--- config.mk ---
export PLATFORM = sky130hd
export DESIGN_NAME = ubd_top
export DESIGN_NICKNAME = d
export VERILOG_FILES = /design/src/rtl/ubd_pkg.sv /design/src/rtl/ubd_div_counter.sv /design/src/rtl/ubd_top.sv
export SDC_FILE = /design/constraint.sdc
export NUM_CORES = 1
export LEC_CHECK = 0
export ABC_AREA = 1
export BUFFER_PORTS_ARGS = -buffer_cell sky130_fd_sc_hd__buf_2
export CORE_AREA = 10 10 166 168
export CTS_BUF_LIST = sky130_fd_sc_hd__clkbuf_2 sky130_fd_sc_hd__clkbuf_4 sky130_fd_sc_hd__clkbuf_8
export DETAILED_ROUTE_END_ITERATION = 7
export DIE_AREA = 0 0 176 178
export SLEW_MARGIN = 0
export SYNTH_ARGS = -nofsm -noshare
export SYNTH_HDL_FRONTEND = slang
export SYNTH_SLANG_ARGS = --single-unit
--- constraint.sdc ---
create_clock -name mclk_i -period 2.78 [get_ports mclk_i]
set_input_delay 0.417 -clock mclk_i [delete_from_list [all_inputs] [get_ports mclk_i]]
set_output_delay 0.417 -clock mclk_i [all_outputs]
set_load 0.02 [all_outputs]
--- src/rtl/ubd_pkg.sv ---
// Shared constants and carrier types of the baud rate divider.
// Assumes a single main clock; all slower rates are one-cycle enables.
package ubd_pkg;
	// ------------------------------------------------------------
	// Channel count and register indices (byte address = 4 x index)
	// ------------------------------------------------------------
	localparam int          NCH        = 3;
	localparam logic [31:0] IDX_CTL [NCH] = '{32'hFFFFFA00, 32'hFFFFFA10, 32'hFFFFFA30};
	localparam logic [31:0] IDX_CKS [NCH] = '{32'hFFFFFA01, 32'hFFFFFA11, 32'hFFFFFA31};
	localparam logic [31:0] IDX_DIV [NCH] = '{32'hFFFFFA02, 32'hFFFFFA12, 32'hFFFFFA32};

	// ------------------------------------------------------------
	// Field positions and reset values
	// ------------------------------------------------------------
	localparam int          CTL_PWR_BIT   = 0;
	localparam int          CTL_TXE_BIT   = 1;
	localparam int          CTL_RXE_BIT   = 2;
	localparam int          CTL_RXACT_BIT = 4;
	localparam int          CKS_W         = 4;
	localparam int          DIV_W         = 8;
	localparam logic [3:0]  CKS_MAX_INT   = 4'hA;
	localparam logic [3:0]  CKS_EXT       = 4'hB;
	localparam logic [3:0]  CKS_RST       = 4'h0;
	localparam logic [7:0]  DIV_MIN       = 8'h04;
	localparam logic [7:0]  DIV_RST       = 8'hFF;
	localparam logic        CTL_BIT_RST   = 1'b0;

	// ------------------------------------------------------------
	// Timing counts
	// ------------------------------------------------------------
	localparam int          PRE_W         = 10;
	localparam logic [3:0]  FRAME_BITS    = 4'hB;

	// ------------------------------------------------------------
	// Bus responses and register kinds
	// ------------------------------------------------------------
	localparam logic [1:0]  RESP_OKAY     = 2'h0;
	localparam logic [1:0]  RESP_SLVERR   = 2'h2;
	localparam logic [1:0]  KIND_CTL      = 2'h0;
	localparam logic [1:0]  KIND_CKS      = 2'h1;
	localparam logic [1:0]  KIND_DIV      = 2'h2;

	typedef struct packed {
		logic             power;
		logic             txe;
		logic             rxe;
		logic [CKS_W-1:0] cks;
		logic [DIV_W-1:0] div;
	} ubd_cfg_s;

	typedef struct packed {
		logic       hit;
		logic [1:0] ch;
		logic [1:0] kind;
	} ubd_dec_s;
endpackage

--- src/rtl/ubd_div_counter.sv ---
// One 8-bit divide-by-k counter clocked by base clock enables.
// Assumes run_i and div_i are steady while a frame is being timed.
`timescale 1ns/1ps
module ubd_div_counter
	import ubd_pkg::*;
#(
	parameter int W             = DIV_W,
	parameter bit FIRST_AT_HALF = 1'b0
) (
	// Clock and reset
	input  wire logic         mclk_i,
	input  wire logic         arst_n_i,
	// Control
	input  wire logic         run_i,
	input  wire logic         restart_i,
	input  wire logic         base_en_i,
	input  wire logic [W-1:0] div_i,
	// Ticks
	output logic              sclk_o,
	output logic              bit_o
);
	logic [W-1:0] cnt_q;
	logic         phase_q;
	logic         sclk_q;
	logic         bit_q;
	logic         wrap;

	// ------------------------------------------------------------
	// Count k base clocks, then wrap
	// ------------------------------------------------------------
	assign wrap = run_i & ~restart_i & base_en_i & (cnt_q == (div_i - W'(1)));

	always_ff @(posedge mclk_i or negedge arst_n_i) begin
		if (!arst_n_i) begin
			cnt_q   <= '0;
			phase_q <= 1'b0;
		end else if (!run_i || restart_i) begin
			cnt_q   <= '0;
			phase_q <= FIRST_AT_HALF;
		end else if (base_en_i) begin
			if (wrap) begin
				cnt_q   <= '0;
				phase_q <= ~phase_q;
			end else begin
				cnt_q   <= cnt_q + W'(1);
			end
		end
	end

	// ------------------------------------------------------------
	// Registered ticks: serial clock every k, bit every 2k
	// ------------------------------------------------------------
	always_ff @(posedge mclk_i or negedge arst_n_i) begin
		if (!arst_n_i) begin
			sclk_q <= 1'b0;
			bit_q  <= 1'b0;
		end else begin
			sclk_q <= wrap;
			bit_q  <= wrap & phase_q;
		end
	end

	assign sclk_o = sclk_q;
	assign bit_o  = bit_q;
endmodule

--- src/rtl/ubd_top.sv ---
// Baud rate divider for three serial channels with an AXI4-Lite register slave.
// Assumes start-bit detection and framing live in the channel logic around it.
// Contract
// - Divisor register is 8 bits, read/write as one byte, resets to all ones.
// - Divisor accepts 4 to 255; 0 to 3 are prohibited settings.
// - Serial clock equals base clock divided by divisor k.
// - Baud rate equals base clock over twice k.
// - Internal source: baud is main clock over 2^(m+1) times k, m 0..10.
// - Channel 0 external pin as base clock: baud is pin rate over 2k.
// - After start bit, receive latch points are timed by the divisor counter.
// - Receive latch timing keeps a two base clock margin over 11 bits.
// - Base clock is the selected clock, supplied only while power is set.
// - Separate transmit and receive 8-bit counters share one divisor.
`timescale 1ns/1ps
module ubd_top
	import ubd_pkg::*;
#(
	parameter int AW = 14
) (
	// Clock and reset
	input  wire logic          mclk_i,
	input  wire logic          arst_n_i,
	// AXI4-Lite write address and data
	input  wire logic [AW-1:0] s_axi_awaddr_i,
	input  wire logic          s_axi_awvalid_i,
	output logic               s_axi_awready_o,
	input  wire logic [31:0]   s_axi_wdata_i,
	input  wire logic [3:0]    s_axi_wstrb_i,
	input  wire logic          s_axi_wvalid_i,
	output logic               s_axi_wready_o,
	// AXI4-Lite write response
	output logic [1:0]         s_axi_bresp_o,
	output logic               s_axi_bvalid_o,
	input  wire logic          s_axi_bready_i,
	// AXI4-Lite read
	input  wire logic [AW-1:0] s_axi_araddr_i,
	input  wire logic          s_axi_arvalid_i,
	output logic               s_axi_arready_o,
	output logic [31:0]        s_axi_rdata_o,
	output logic [1:0]         s_axi_rresp_o,
	output logic               s_axi_rvalid_o,
	input  wire logic          s_axi_rready_i,
	// Line side
	input  wire logic          ext_baud_clk_i,
	input  wire logic [NCH-1:0] rx_start_i,
	// Timing ticks
	output logic [NCH-1:0]     tx_sclk_o,
	output logic [NCH-1:0]     tx_bit_o,
	output logic [NCH-1:0]     rx_sclk_o,
	output logic [NCH-1:0]     rx_latch_o,
	output logic [NCH-1:0]     rx_active_o
);
	// ------------------------------------------------------------
	// Decoding helpers
	// ------------------------------------------------------------
	function automatic ubd_dec_s ubd_decode(input logic [AW-1:0] a);
		ubd_dec_s d;
		d = '0;
		for (int c = 0; c < NCH; c++) begin
			if (a[AW-1:2] == IDX_CTL[c][AW-3:0]) begin
				d = '{hit: 1'b1, ch: 2'(c), kind: KIND_CTL};
			end
			if (a[AW-1:2] == IDX_CKS[c][AW-3:0]) begin
				d = '{hit: 1'b1, ch: 2'(c), kind: KIND_CKS};
			end
			if (a[AW-1:2] == IDX_DIV[c][AW-3:0]) begin
				d = '{hit: 1'b1, ch: 2'(c), kind: KIND_DIV};
			end
		end
		return d;
	endfunction

	// True on the main clock cycles that form a fxx/2^m enable
	function automatic logic ubd_pre_hit(input logic [PRE_W-1:0] pre, input logic [CKS_W-1:0] m);
		logic [PRE_W-1:0] mask;
		mask = PRE_W'((32'h1 << m) - 32'h1);
		return (pre & mask) == mask;
	endfunction

	// ------------------------------------------------------------
	// Write channel: address and data taken in either order
	// ------------------------------------------------------------
	logic            aw_q;
	logic            w_q;
	logic [AW-1:0]   awaddr_q;
	logic [31:0]     wdata_q;
	logic [3:0]      wstrb_q;
	logic            bvalid_q;
	logic [1:0]      bresp_q;
	logic            wr_fire;
	ubd_dec_s        wr_dec;

	assign s_axi_awready_o = ~aw_q & ~bvalid_q;
	assign s_axi_wready_o  = ~w_q & ~bvalid_q;
	assign wr_fire         = aw_q & w_q & ~bvalid_q;
	assign wr_dec          = ubd_decode(awaddr_q);

	always_ff @(posedge mclk_i or negedge arst_n_i) begin
		if (!arst_n_i) begin
			aw_q     <= 1'b0;
			awaddr_q <= '0;
		end else if (s_axi_awvalid_i && s_axi_awready_o) begin
			aw_q     <= 1'b1;
			awaddr_q <= s_axi_awaddr_i;
		end else if (wr_fire) begin
			aw_q     <= 1'b0;
		end
	end

	always_ff @(posedge mclk_i or negedge arst_n_i) begin
		if (!arst_n_i) begin
			w_q     <= 1'b0;
			wdata_q <= '0;
			wstrb_q <= '0;
		end else if (s_axi_wvalid_i && s_axi_wready_o) begin
			w_q     <= 1'b1;
			wdata_q <= s_axi_wdata_i;
			wstrb_q <= s_axi_wstrb_i;
		end else if (wr_fire) begin
			w_q     <= 1'b0;
		end
	end

	always_ff @(posedge mclk_i or negedge arst_n_i) begin
		if (!arst_n_i) begin
			bvalid_q <= 1'b0;
			bresp_q  <= RESP_OKAY;
		end else if (wr_fire) begin
			bvalid_q <= 1'b1;
			bresp_q  <= wr_dec.hit ? RESP_OKAY : RESP_SLVERR;
		end else if (s_axi_bready_i) begin
			bvalid_q <= 1'b0;
		end
	end

	assign s_axi_bvalid_o = bvalid_q;
	assign s_axi_bresp_o  = bresp_q;

	// ------------------------------------------------------------
	// Shared prescaler and external clock edge
	// ------------------------------------------------------------
	logic [PRE_W-1:0] pre_q;
	logic             ext_q;
	logic             ext_rise;

	// Free running so every channel sees the same fxx/2^m phase grid
	always_ff @(posedge mclk_i or negedge arst_n_i) begin
		if (!arst_n_i) begin
			pre_q <= '0;
		end else begin
			pre_q <= pre_q + PRE_W'(1);
		end
	end

	// Pin is taken as synchronous; its rising edge is one base clock
	always_ff @(posedge mclk_i or negedge arst_n_i) begin
		if (!arst_n_i) begin
			ext_q <= 1'b0;
		end else begin
			ext_q <= ext_baud_clk_i;
		end
	end

	assign ext_rise = ext_baud_clk_i & ~ext_q;

	// ------------------------------------------------------------
	// Per-channel registers and counters
	// ------------------------------------------------------------
	ubd_cfg_s         cfg_q  [NCH];
	logic [NCH-1:0]   rx_act_q;

	for (genvar c = 0; c < NCH; c++) begin : g_ch
		logic       wr_this;
		logic       sel_en;
		logic       base_en;
		logic       tx_run;
		logic       rx_run;
		logic       rx_restart;
		logic       rx_tick;
		logic [3:0] rx_cnt_q;

		assign wr_this = wr_fire & wr_dec.hit & wstrb_q[0] & (wr_dec.ch == 2'(c));

		// Divisor write of 0 to 3 is dropped; register keeps its value
		always_ff @(posedge mclk_i or negedge arst_n_i) begin
			if (!arst_n_i) begin
				cfg_q[c].power <= CTL_BIT_RST;
				cfg_q[c].txe   <= CTL_BIT_RST;
				cfg_q[c].rxe   <= CTL_BIT_RST;
				cfg_q[c].cks   <= CKS_RST;
				cfg_q[c].div   <= DIV_RST;
			end else if (wr_this) begin
				unique case (wr_dec.kind)
					KIND_CTL: begin
						cfg_q[c].power <= wdata_q[CTL_PWR_BIT];
						cfg_q[c].txe   <= wdata_q[CTL_TXE_BIT];
						cfg_q[c].rxe   <= wdata_q[CTL_RXE_BIT];
					end
					KIND_CKS: begin
						cfg_q[c].cks <= wdata_q[CKS_W-1:0];
					end
					KIND_DIV: begin
						if (wdata_q[DIV_W-1:0] >= DIV_MIN) begin
							cfg_q[c].div <= wdata_q[DIV_W-1:0];
						end
					end
					default: begin
					end
				endcase
			end
		end

		// External pin only on channel 0; other codes give no clock
		always_comb begin
			if (cfg_q[c].cks <= CKS_MAX_INT) begin
				sel_en = ubd_pre_hit(pre_q, cfg_q[c].cks);
			end else if (c == 0 && cfg_q[c].cks == CKS_EXT) begin
				sel_en = ext_rise;
			end else begin
				sel_en = 1'b0;
			end
		end

		assign base_en    = sel_en & cfg_q[c].power;
		assign tx_run     = cfg_q[c].power & cfg_q[c].txe;
		assign rx_restart = rx_start_i[c] & cfg_q[c].power & cfg_q[c].rxe;
		assign rx_run     = cfg_q[c].power & cfg_q[c].rxe & rx_act_q[c];

		// Two counters fed from one divisor setting
		ubd_div_counter #(
			.W             (DIV_W),
			.FIRST_AT_HALF (1'b0)
		) u_tx (
			.mclk_i    (mclk_i),
			.arst_n_i  (arst_n_i),
			.run_i     (tx_run),
			.restart_i (1'b0),
			.base_en_i (base_en),
			.div_i     (cfg_q[c].div),
			.sclk_o    (tx_sclk_o[c]),
			.bit_o     (tx_bit_o[c])
		);

		// First latch k base clocks after the start edge, mid start bit
		ubd_div_counter #(
			.W             (DIV_W),
			.FIRST_AT_HALF (1'b1)
		) u_rx (
			.mclk_i    (mclk_i),
			.arst_n_i  (arst_n_i),
			.run_i     (rx_run | rx_restart),
			.restart_i (rx_restart),
			.base_en_i (base_en),
			.div_i     (cfg_q[c].div),
			.sclk_o    (rx_sclk_o[c]),
			.bit_o     (rx_tick)
		);

		// Frame timed for 11 latch points, then idle until next start
		always_ff @(posedge mclk_i or negedge arst_n_i) begin
			if (!arst_n_i) begin
				rx_act_q[c] <= 1'b0;
				rx_cnt_q    <= '0;
			end else if (rx_restart) begin
				rx_act_q[c] <= 1'b1;
				rx_cnt_q    <= '0;
			end else if (!(cfg_q[c].power && cfg_q[c].rxe)) begin
				rx_act_q[c] <= 1'b0;
				rx_cnt_q    <= '0;
			end else if (rx_tick) begin
				rx_cnt_q <= rx_cnt_q + 4'h1;
				if (rx_cnt_q == FRAME_BITS - 4'h1) begin
					rx_act_q[c] <= 1'b0;
				end
			end
		end

		assign rx_latch_o[c]  = rx_tick;
		assign rx_active_o[c] = rx_act_q[c];
	end

	// ------------------------------------------------------------
	// Read channel: one read at a time, answer one edge later
	// ------------------------------------------------------------
	logic        rvalid_q;
	logic [31:0] rdata_q;
	logic [1:0]  rresp_q;
	ubd_dec_s    rd_dec;
	logic [7:0]  rd_byte;

	assign s_axi_arready_o = ~rvalid_q;
	assign rd_dec          = ubd_decode(s_axi_araddr_i);

	always_comb begin
		rd_byte = 8'h00;
		for (int c = 0; c < NCH; c++) begin
			if (rd_dec.hit && rd_dec.ch == 2'(c)) begin
				unique case (rd_dec.kind)
					KIND_CTL: begin
						rd_byte[CTL_PWR_BIT]   = cfg_q[c].power;
						rd_byte[CTL_TXE_BIT]   = cfg_q[c].txe;
						rd_byte[CTL_RXE_BIT]   = cfg_q[c].rxe;
						rd_byte[CTL_RXACT_BIT] = rx_act_q[c];
					end
					KIND_CKS: begin
						rd_byte[CKS_W-1:0] = cfg_q[c].cks;
					end
					KIND_DIV: begin
						rd_byte = cfg_q[c].div;
					end
					default: begin
					end
				endcase
			end
		end
	end

	always_ff @(posedge mclk_i or negedge arst_n_i) begin
		if (!arst_n_i) begin
			rvalid_q <= 1'b0;
			rdata_q  <= '0;
			rresp_q  <= RESP_OKAY;
		end else if (s_axi_arvalid_i && s_axi_arready_o) begin
			rvalid_q <= 1'b1;
			rdata_q  <= {24'h000000, rd_byte};
			rresp_q  <= rd_dec.hit ? RESP_OKAY : RESP_SLVERR;
		end else if (s_axi_rready_i) begin
			rvalid_q <= 1'b0;
		end
	end

	assign s_axi_rvalid_o = rvalid_q;
	assign s_axi_rdata_o  = rdata_q;
	assign s_axi_rresp_o  = rresp_q;
endmodule

==> results of run 1 <==
-- how the worst min path moves through the flow --
stage	from	endpoint	slack, ns	cells after the start
after floorplan	arst_n_i	aw_q	0.12	0
after global placement	arst_n_i	pre_q[2]	0.42	1
after detailed placement	arst_n_i	pre_q[2]	0.42	1
after CTS	ext_baud_clk_i	ext_q	0.05	1
after global routing	ext_baud_clk_i	ext_q	0.04	1
final	ext_baud_clk_i	ext_q	0.07	1
-- worst max-delay path: stages, from the launching register on --
cell	delay, ns
dfrtp_1	0.46
nor2_1	0.26
nand2_1	0.13
ha_1	0.30
o211ai_1	0.09
nor2_1	0.11
nand3_1	0.18
nor2_2	0.37
inv_2	0.13
nand2_1	0.23
o21ai_0	0.12
-- registers in the layout, summed over array words and instances (netlist names), 8 cells and up --
name and count:
s_axi_rdata_o 8, g_ch.u_tx.cnt_q 24, cfg_q 45, awaddr_q 12, g_ch.u_rx.cnt_q 24, g_ch.rx_cnt_q 12
pre_q 10, wdata_q 8
-- per-stage QoR --
step / hold WS (ns) / power (mW)
2_1_floorplan: 0.121 / 3.38
3_3_place_gp: 0.423 / 3.68
3_5_place_dp: 0.423 / 3.70
4_1_cts: 0.0457 / 5.59
5_1_grt: 0.0427 / 5.80
6_report: 0.0695 / 5.51
-- cell usage after synthesis (5+ instances only) --
cell / number
ha_1: 23
xnor2_1: 6
nand4_1: 68
clkbuf_1: 11
dfstp_2: 24
o211ai_1: 5
nand3b_1: 5
o221ai_1: 6
o2111ai_1: 5
o21ai_2: 8
buf_4: 41
nor2_2: 7
nor2_1: 127
nor3_1: 28
nand3_1: 133
nand2_1: 318
a21oi_1: 55
dfrtp_1: 148
o22ai_1: 14
o21ai_0: 102
mux2_2: 9
xor2_1: 47
inv_1: 214
-- cells by family after synthesis --
logic type               count (synthesis)  synth area share (%)
adder cells (fa/ha/maj)                 23                  2.67
flip-flops                             172                  40.3
multiplexers                             9                 0.941
XOR/XNOR                                55                  4.73
buffers and inverters                  276                  11.2
other                                    1                0.0348
AND/OR/NAND/NOR                        706                  29.3
AO/OA/AOI/OAI                          208                  10.9
-- cells in the final DEF (no fill, tap or decap), types with 3 or more instances in the layout --
cell type / instances
a21oi_1: 55
buf_2: 72
buf_4: 13
clkbuf_8: 17
conb_1: 26
dfrtp_1: 148
dfstp_2: 24
ha_1: 23
inv_1: 214
inv_2: 3
inv_6: 5
mux2_2: 9
nand2_1: 317
nand3_1: 133
nand3b_1: 5
nand4_1: 68
nor2_1: 127
nor2_2: 7
nor3_1: 28
nor3b_1: 4
nor4_1: 3
o2111ai_1: 5
o211ai_1: 5
o21ai_0: 102
o21ai_1: 4
o21ai_2: 8
o221ai_1: 6
o22ai_1: 14
o31ai_1: 3
xnor2_1: 6
xor2_1: 47
-- final cells by class --
class | count | area, sq um | area share, %
Timing Repair Buffer | 89 | 519 | 4.40
Multi-Input combinational cell | 1027 | 5320 | 45.1
Tap cell | 324 | 405 | 3.43
Clock buffer | 17 | 234 | 1.98
Inverter | 218 | 818 | 6.93
Clock inverter | 15 | 176 | 1.49
Sequential cell | 172 | 4330 | 36.7
-- what timing repair did --
| action | in CTS | in global routing |
|---|---|---|
| resized for setup | 0 | 1 |
| setup endpoints to repair | 0 | 3 |
| hold endpoints to repair | 49 | 0 |
| hold buffers | 1 | 0 |
-- metal layers --
| metal | vias up | track usage, % | part of all wire [%] |
|---|---|---|---|
| met5 | - | 0 | 0 |
| met4 | 0 | 4.31 | 1.3 |
| met3 | 30 | 3.72 | 5.1 |
| met2 | 202 | 29.8 | 47 |
| met1 | 4458 | 23.4 | 46 |
| li1 | 4863 | - | - |
-- power breakdown --
part / internal [mW] / switching [mW] / total [mW]
Combinational: 0.241 / 0.565 / 0.806
Sequential: 2.69 / 0.148 / 2.84
Clock: 0.830 / 1.04 / 1.87
Total: 3.76 / 1.75 / 5.51
==> impl_metrics.tcl, run 1 <==
set metrics [dict create \
    grt_pass1_wl_um 45900 \
    cp-end-kind "flip-flop" \
    ioPinCount 131 \
    synth_top_cell_area_share_pct 34.4 \
    slew_violations 0 \
    required_ns 3.13 \
    antenna_found_initial 0 \
    routedWlPerCell_um 14.9 \
    clock_sinks 172 \
    die_y_um 178 \
    power_leakage_nw 5.81 \
    die_area_sq_um 31300 \
    drive_above_1_share_pct 11.8 \
    design_area_sq_um 11800 \
    ir_drop_mv 0.492 \
    endpoint "g_ch[1].u_rx.cnt_q[1]" \
    synth_area_per_cell_sq_um 7.43 \
    crit_start "cfg_q[23]" \
    async_flop_share_pct 100 \
    post-place-ws_ns 0.151 \
    start_util_pct 44.7 \
    setup_viol 0 \
    gp_congestion 0.882 \
    status "finished, final reports clean" \
    yosysTopAreaCell "dfrtp_1" \
    min_period_over_period_pct 89.9 \
    crit_type "flip-flop to flip-flop" \
    critPathArrivalTime_ns 2.85 \
    clock.fmax_ghz 0.400 \
    clkTransAtPathRegs_ns 0.10 \
    final.setup_skew_ns 0.0163 \
    drt_iter0_markers 623 \
    cts_buffers 17 \
    cts_max_level 4 \
    drc 0 \
    core_area_sq_um 24100 \
    syn2layout_area_growth_pct 9.68 \
    grt_use_total_pct 17.9 \
    io_buffers 73 \
    rsz0062_at_grt "false" \
    clock_latency_ns 0.48 \
    synth_top_cells_by_area "dfrtp_1 (34%), nand2_1 (11%), inv_1 (7.5%)" \
    power.density_nw_per_um2 467 \
    yosys_warnings 0 \
    wl_um 27700 \
    hold_viol 0 \
    ys_seq_elements 172 \
    num_rows 57 \
    synth_seq_area_share_pct 40.3 \
    synth.distinct_cells 49 \
    cts_setup_buffers 0 \
    r2r_slack_ns 0.28 \
    dpl_cell_area_sq_um 11400 \
    finalNonFillerCells 1862 \
    grt-ovfl-total 0 \
    ant_nets 0 \
    rr_startpoint "cfg_q[23]" \
    antennaDiodeCount 0 \
    setup_ws_ns 0.281 \
    syn_inst 1450 \
    crit_path_max_fanout 8 \
    fill_cells 2444 \
    final_util_pct 49.0 \
    max_slew.worst_pin.slew_ns 0.812 \
    dieWidth_um 176 \
    ys.flop_type "dfrtp_1" \
    vias 9553 \
    firstDrtPassIters 5 \
    tns_ns 0 \
    place_inst 1829 \
    max_slew_margin_pct 45.8 \
    ctsLongestPathBuffers 2 \
    cts_tree "yes" \
    cap_violations 0 \
    grt_max_degree 56 \
    grt_pass1_vias 9263 \
    min_path_type "primary input to flip-flop" \
    r2r_end "g_ch[1].u_rx.cnt_q[1]" \
    nets 1623 \
    synth_edf_count 0 \
    reg2reg_depth 10 \
    routed_via_density 5.13 \
    period_minus_slack_ns 2.50 \
    worstSetupStartpointType "flip-flop" \
    hpwl_um 21300 \
    netlist_area_sq_um 10800 \
    root_buffer "clkbuf_8" \
]
No activity file was read; power rests on OpenSTA's default activity.
==> run 2: changes to the inputs <==
--- a/config.mk
+++ b/config.mk
@@ -7,11 +7,13 @@
 export LEC_CHECK = 0
 export ABC_AREA = 1
 export BUFFER_PORTS_ARGS = -buffer_cell sky130_fd_sc_hd__buf_2
-export CORE_AREA = 10 10 166 168
+export CORE_AREA = 10 10 149 151
 export CTS_BUF_LIST = sky130_fd_sc_hd__clkbuf_2 sky130_fd_sc_hd__clkbuf_4 sky130_fd_sc_hd__clkbuf_8
 export DETAILED_ROUTE_END_ITERATION = 7
-export DIE_AREA = 0 0 176 178
+export DIE_AREA = 0 0 159 161
+export PLACE_DENSITY = 0.83
 export SLEW_MARGIN = 0
 export SYNTH_ARGS = -nofsm -noshare
 export SYNTH_HDL_FRONTEND = slang
+export SYNTH_HIERARCHICAL = 1
 export SYNTH_SLANG_ARGS = --single-unit
==> run 2 against run 1 <==
Compared with the run above: the run now ends with setup timing left; sequential power hardly changed; maximum frequency is 11% lower; count of clock-buffer cells in the layout did not move; power down 0.71%; combinational power is essentially flat.
==> impl_metrics.tcl, run 2 <==
set metrics [dict create \
    synth_top_cells_by_area "dfrtp_1 (32%), nand2_1 (12%), nand3_1 (6.6%)" \
    grt-ovfl-total 0 \
    crit_path_max_fanout 6 \
    violations "setup timing" \
    netlist_area_sq_um 11700 \
    tns_ns -0.0619 \
    max_slew.worst_pin.slew_ns 0.644 \
    synth_edf_count 0 \
    synth_common_cells "nand2_1 (370), inv_1 (195), nand3_1 (154)" \
    routed_via_density 5.31 \
    reg_top3 "cfg_q x45, g_ch.u_rx/cnt_q x24, g_ch.u_tx/cnt_q x24" \
    firstDrtPassIters 7 \
    max_slew_margin_pct 57.0 \
    status "finished, violations left" \
    final_cell_mix "nand2_1 (367), inv_1 (181), dfrtp_1 (145), nand3_1 (136), nor2_1 (86)" \
    nets 1769 \
    clock.fmax_ghz 0.355 \
    synth_xor_area_share_pct 5.00 \
    design_area_sq_um 13500 \
    crit_type "flip-flop to flip-flop" \
    hold_viol 0 \
    grt_max_degree 62 \
    num_rows 51 \
    synth_compound_area_share_pct 7.41 \
    syn2layout_area_growth_pct 14.9 \
    min_period_over_period_pct 101 \
    layout_commonest_cell "nand2_1" \
    cap_violations 0 \
    synth_top_cell_area_share_pct 31.5 \
    largest_register_ffs 45 \
    wl_um 28600 \
    synth.distinct_cells 52 \
    synth_seq_area_share_pct 36.9 \
    post-place-ws_ns -0.0629 \
    clock_latency_ns 0.49 \
    drt_iter0_markers 682 \
    cp-end-kind "flip-flop" \
    final.setup_skew_ns 0.0168 \
    min_path_type "primary input to flip-flop" \
    gp_congestion 0.947 \
    root_buffer "clkbuf_8" \
    fin_hold_ws_ns 0.0702 \
    grt_pass1_vias 9805 \
    setup_ws_ns -0.0344 \
    antenna_found_initial 0 \
    die_area_sq_um 25600 \
    io_buffers 73 \
    clkTransAtPathRegs_ns 0.10 \
    cts_tree "yes" \
    drc 0 \
    synthSimpleGateAreaFrac_pct 37.6 \
    dieWidth_um 159 \
    core_area_sq_um 19200 \
    synthAdderAreaFrac_pct 2.77 \
    required_ns 3.15 \
    start_util_pct 61.1 \
    period_minus_slack_ns 2.81 \
    ir_drop_mv 0.283 \
    ys.flop_type "dfrtp_1" \
    async_flop_share_pct 100 \
    syn_inst 1537 \
    setup_viol 8 \
    drive_above_1_share_pct 29.1 \
    grt_use_total_pct 21.7 \
    ys_seq_elements 172 \
    synth_area_per_cell_sq_um 7.64 \
    critPathArrivalTime_ns 3.18 \
    grt_pass1_wl_um 47000 \
    hpwl_um 21000 \
    clock_sinks 172 \
    vias 10300 \
    slew_violations 0 \
    power.total_mw 5.48 \
    routedWlPerCell_um 14.7 \
    yosysTopAreaCell "dfrtp_1" \
    power.density_nw_per_um2 406 \
    antennaDiodeCount 0 \
    synth_mux_area_share_pct 0.480 \
    ioPinCount 131 \
    rsz0062_at_grt "true" \
    synth_top_family_by_area "simple AND/OR/NAND/NOR gates" \
    ant_nets 0 \
    ctsLongestPathBuffers 2 \
    die_y_um 161 \
    cts_max_level 4 \
    worstSetupStartpointType "flip-flop" \
    largest_register "cfg_q" \
    yosysMostFrequentCell "nand2_1" \
    power_leakage_nw 6.49 \
    yosys_warnings 6 \
    cts_buffers 17 \
    dpl_cell_area_sq_um 12500 \
]
-- run 2: final timing paths --
path / startpoint / end / slack (ns) / depth (start not counted)
max: cfg_q[38] / g_ch[0].u_tx/cnt_q[0] / -0.03 / 19
min: ext_baud_clk_i / ext_q / 0.07 / 1
max reg2reg: cfg_q[38] / g_ch[0].u_tx/cnt_q[0] / -0.03 / 19
min reg2reg: s_axi_rdata_o[6] / s_axi_rdata_o[6] / 0.49 / 2
max in group asynchronous: arst_n_i / cfg_q[19] / 1.57 / 3
min in group asynchronous: arst_n_i / g_ch[0].u_rx/cnt_q[5] / 0.45 / 2
-- run 2: what timing repair did --
item,4_1_cts,5_1_grt
endpoints found under the hold margin,42,0
setup buffers,0,17
setup endpoints to repair,27,66
hold buffers,1,0
pin swaps,0,42
gates resized for setup,4,101
-- run 2: cells by family (layout without fill, tap and decap cells) --
logic type      Yosys count  in the layout
compound gates          135            135
xor+xnor                 67             67
fa+ha+maj                26             26
buf+inv                 270            383
flops                   172            172
mux                       5              5
other cells               1             32
simple gates            861            861
-- run 2: power by group --
part           switching [mW]  leakage, nW  internal (mW)
Clock                    1.03        0.209          0.835
Sequential              0.134         2.20           2.68
Combinational           0.601         4.08          0.203
Total                    1.76         6.49           3.71
-- run 2: cell type report --
type                       instances  area, sq um
clock buffer                      17          234
multi-input combinational       1126         6750
inverter                         228          871
sequential                       172         4340
tap                              265          332
clock inverter                    15          179
fill                            1505         5720
timing repair buffer             123          786
-- run 2: critical path: stages, from the launching register on --
cell and delay (ns):
dfrtp_2 0.46, inv_1 0.11, nand3_2 0.11, ha_4 0.19, buf_4 0.14, o21ai_2 0.04
a21oi_1 0.07, nor3_1 0.18, nand2_1 0.12, a21oi_2 0.21, buf_4 0.15, inv_4 0.04
nor3_4 0.18, nand2_2 0.10, nor2_4 0.10, nand3_2 0.11, nor2_4 0.11, nand2_4 0.11
nand3_1 0.10, nand2_1 0.07
-- run 2: stage by stage --
step | util [%] | std cells
floorplan | - | 1568
global placement | 65.2 | 1896
detailed placement | 65.2 | 1896
CTS | 67.5 | 1929
global route | 70.2 | 1946
finish | 70.2 | 1946
-- run 2: layer usage --
layer	track usage (%)	vias to the layer above	share of wire [%]
li1	-	5097	-
met1	27.4	4865	42
met2	36.7	291	49
met3	4.27	77	5.4
met4	6.99	0	3.1
met5	0	-	0
==> run 3: changes to the inputs <==
--- a/config.mk
+++ b/config.mk
@@ -5,13 +5,13 @@
 export SDC_FILE = /design/constraint.sdc
 export NUM_CORES = 1
 export LEC_CHECK = 0
-export ABC_AREA = 1
 export BUFFER_PORTS_ARGS = -buffer_cell sky130_fd_sc_hd__buf_2
-export CORE_AREA = 10 10 149 151
+export CORE_AREA = 10 10 144 146
 export CTS_BUF_LIST = sky130_fd_sc_hd__clkbuf_2 sky130_fd_sc_hd__clkbuf_4 sky130_fd_sc_hd__clkbuf_8
 export DETAILED_ROUTE_END_ITERATION = 7
-export DIE_AREA = 0 0 159 161
-export PLACE_DENSITY = 0.83
+export DIE_AREA = 0 0 154 156
+export GPL_TIMING_DRIVEN = 1
+export PLACE_DENSITY_LB_ADDON = 0.12
 export SLEW_MARGIN = 0
 export SYNTH_ARGS = -nofsm -noshare
 export SYNTH_HDL_FRONTEND = slang
==> run 3 against run 2 <==
Compared with the run above: the flow still finishes with violations (setup timing); non-clock buffer count increased by 45; count of clock-buffer cells in the layout rose by 1; design area fell by 7.7%; wire length shrank 15%; worst hold slack worse by 0.0023 ns; combinational power down 9.0%; critical endpoint is now g_ch[0].u_rx/cnt_q[1]; largest cell class unchanged.
==> impl_metrics.tcl, run 3 <==
set metrics [dict create \
    reg_top3 "cfg_q x45, g_ch.u_rx/cnt_q x24, g_ch.u_tx/cnt_q x24" \
    syn_inst 1057 \
    period_minus_slack_ns 3.10 \
    grt_use_total_pct 20.1 \
    share_comb_of_total_power_pct 13.5 \
    ys.flop_type "dfrtp_1" \
    firstDrtPassIters 5 \
    p_sw_mw 1.70 \
    synth_area_per_cell_sq_um 10.1 \
    hold_viol 0 \
    fill_cells 1405 \
    clkTransAtPathRegs_ns 0.10 \
    largest_register "cfg_q" \
    critPathArrivalTime_ns 3.47 \
    dieWidth_um 154 \
    setup_viol 35 \
    r2r_end "g_ch[0].u_rx/cnt_q[1]" \
    vias 8235 \
    drt_iter0_markers 442 \
    max_slew_margin_pct 50.5 \
    cts_tree "yes" \
    largest_register_ffs 45 \
    die_y_um 156 \
    die_area_sq_um 24000 \
    crit_start "cfg_q[40]" \
    async_flop_share_pct 100 \
    final_cell_mix "dfrtp_1 (147), buf_4 (84), buf_2 (72), mux2_2 (65), xor2_1 (61)" \
    max_slew.worst_pin.slew_ns 0.738 \
    clock.fmax_ghz 0.323 \
    ioPinCount 131 \
    io_buffers 73 \
    rsz0062_at_grt "true" \
    antennaDiodeCount 0 \
    dpl_cell_area_sq_um 11700 \
    ys_seq_elements 172 \
    slew_violations 0 \
    worstSetupStartpointType "flip-flop" \
    seq_area_sq_um 4340 \
    internal-power_mw 3.71 \
    clock_latency_ns 0.49 \
    status "finished, violations left" \
    yosys_warnings 6 \
    tns_ns -5.45 \
    synth_common_cells "dfrtp_1 (148), nor2_1 (79), mux2_2 (65)" \
    clock_sinks 172 \
    gp_congestion 0.880 \
    synth_edf_count 0 \
    grt_pass1_vias 8055 \
    ctsLongestPathBuffers 2 \
    cap_violations 0 \
    syn2layout_area_growth_pct 17.0 \
    reg2reg_depth 14 \
    min_period_over_period_pct 111 \
    ir_drop_mv 0.621 \
    design_area_sq_um 12500 \
    required_ns 3.15 \
    grt_pass1_wl_um 40100 \
    wl_um 24400 \
    yosysTopAreaCell "dfrtp_1" \
    routedWlPerCell_um 16.9 \
    ant_nets 0 \
    synth.distinct_cells 75 \
    power_leakage_nw 5.51 \
    yosysMostFrequentCell "dfrtp_1" \
    crit_path_max_fanout 7 \
    multi_input_area_sq_um 6190 \
    synth_top_cell_area_share_pct 34.8 \
    num_rows 49 \
    grt-ovfl-total 0 \
    violations "setup timing" \
    setup_ws_ns -0.315 \
    netlist_area_sq_um 10600 \
    p_clk_share_pct 31.2 \
    r2r_slack_ns -0.32 \
    rr_startpoint "cfg_q[40]" \
    cp-end-kind "flip-flop" \
    synth_seq_area_share_pct 40.7 \
    min_path_type "primary input to flip-flop" \
    final.setup_skew_ns 0.0157 \
    drive_above_1_share_pct 32.9 \
    root_buffer "clkbuf_8" \
    layout_commonest_cell "dfrtp_1" \
    crit_type "flip-flop to flip-flop" \
    synth_top_cells_by_area "dfrtp_1 (35%), mux2_2 (6.9%), dfstp_2 (5.9%)" \
    grt_max_degree 69 \
    start_util_pct 59.7 \
    swShare_pct 31.5 \
    p_seq_share_pct 55.2 \
    antenna_found_initial 0 \
    hpwl_um 17800 \
    drc 0 \
    nets 1301 \
    core_area_sq_um 17800 \
    endpoint "g_ch[0].u_rx/cnt_q[1]" \
    power.density_nw_per_um2 435 \
    cts_max_level 4 \
    cts_buffers 17 \
    routed_via_density 5.71 \
]
==> run 3: cell families (layout without fill, tap and decap cells) <==
family	count (synthesis)	after routing	synth area share, %
adder cells (fa/ha/maj)	26	26	3.06
buffers and inverters	107	235	5.46
other	1	29	0.0352
AND/OR/NAND/NOR	375	375	20.4
XOR/XNOR	116	116	9.54
flip-flops	172	172	40.7
multiplexers	81	81	8.52
AO/OA/AOI/OAI	179	179	12.2
==> run 3: power by group through the flow <==
stage | Clock (mW) | Sequential, mW | Combinational (mW)
final | 1.69 | 2.99 | 0.732
after floorplan | 0 | 2.90 | 0.577
after global routing | 1.83 | 3.02 | 0.807
after global placement | 0 | 3.02 | 0.711
after CTS | 1.73 | 2.99 | 0.739
after detailed placement | 0 | 3.03 | 0.732
==> run 3: routing by layer <==
metal  up-vias  global-route usage, %  routed length, um
met2       190                   32.7              11600
met1      4018                   26.0              11000
met5         -                      0                  0
met4         0                   6.34                426
met3        34                   4.85               1360
li1       3993                      -                  -
==> run 3: worst max-delay path: stages (launching register included) <==
cell and delay (ns):
dfrtp_1 0.42, nor2_4 0.15, nand3_2 0.11, ha_4 0.18, nor2b_4 0.12, a211oi_2 0.18
a21oi_1 0.08, a211oi_1 0.16, or4b_4 0.50, nand2_4 0.09, nand3_2 0.06, or4_4 0.47
o41ai_4 0.21, buf_4 0.20, o22ai_2 0.07
==> run 3: worst min-delay path by stage <==
stage                         startpoint               endpoint  slack (ns)  cells after the start
final                     ext_baud_clk_i                  ext_q        0.07                      1
after global placement          arst_n_i    g_ch[1].u_rx/sclk_o        0.46                      1
after global routing      ext_baud_clk_i                  ext_q        0.04                      1
after CTS                 ext_baud_clk_i                  ext_q        0.06                      1
after detailed placement        arst_n_i  g_ch[1].u_rx/cnt_q[1]        0.46                      1
after floorplan                 arst_n_i                   aw_q        0.12                      0
==> run 3: stage by stage <==
step | setup slack [ns] | total power, mW | util (%) | hold WS, ns | std cells
floorplan | -0.570 | 3.48 | - | 0.121 | 1085
global placement | -0.352 | 3.73 | 65.8 | 0.459 | 1399
detailed placement | -0.407 | 3.76 | 65.8 | 0.462 | 1399
CTS | -0.326 | 5.45 | 68.4 | 0.0566 | 1434
global route | -0.464 | 5.66 | 69.8 | 0.0383 | 1442
finish | -0.315 | 5.42 | 69.8 | 0.0679 | 1442
==> run 3: layout make-up <==
class / count / area share (%)
Timing Repair Buffer: 168 / 9.12
Tap cell: 229 / 2.30
Clock buffer: 18 / 1.99
Sequential cell: 172 / 34.8
Inverter: 35 / 1.05
Multi-Input combinational cell: 806 / 49.7
Clock inverter: 14 / 1.05
==> run 3: repair_timing <==
| item | CTS | global route |
|---|---|---|
| gates resized for setup | 11 | 58 |
| endpoints found under the setup margin | 38 | 65 |
| hold endpoints to repair | 48 | 0 |
| hold buffers | 1 | 0 |
| pin swaps | 16 | 46 |
| buffers inserted | 2 | 8 |
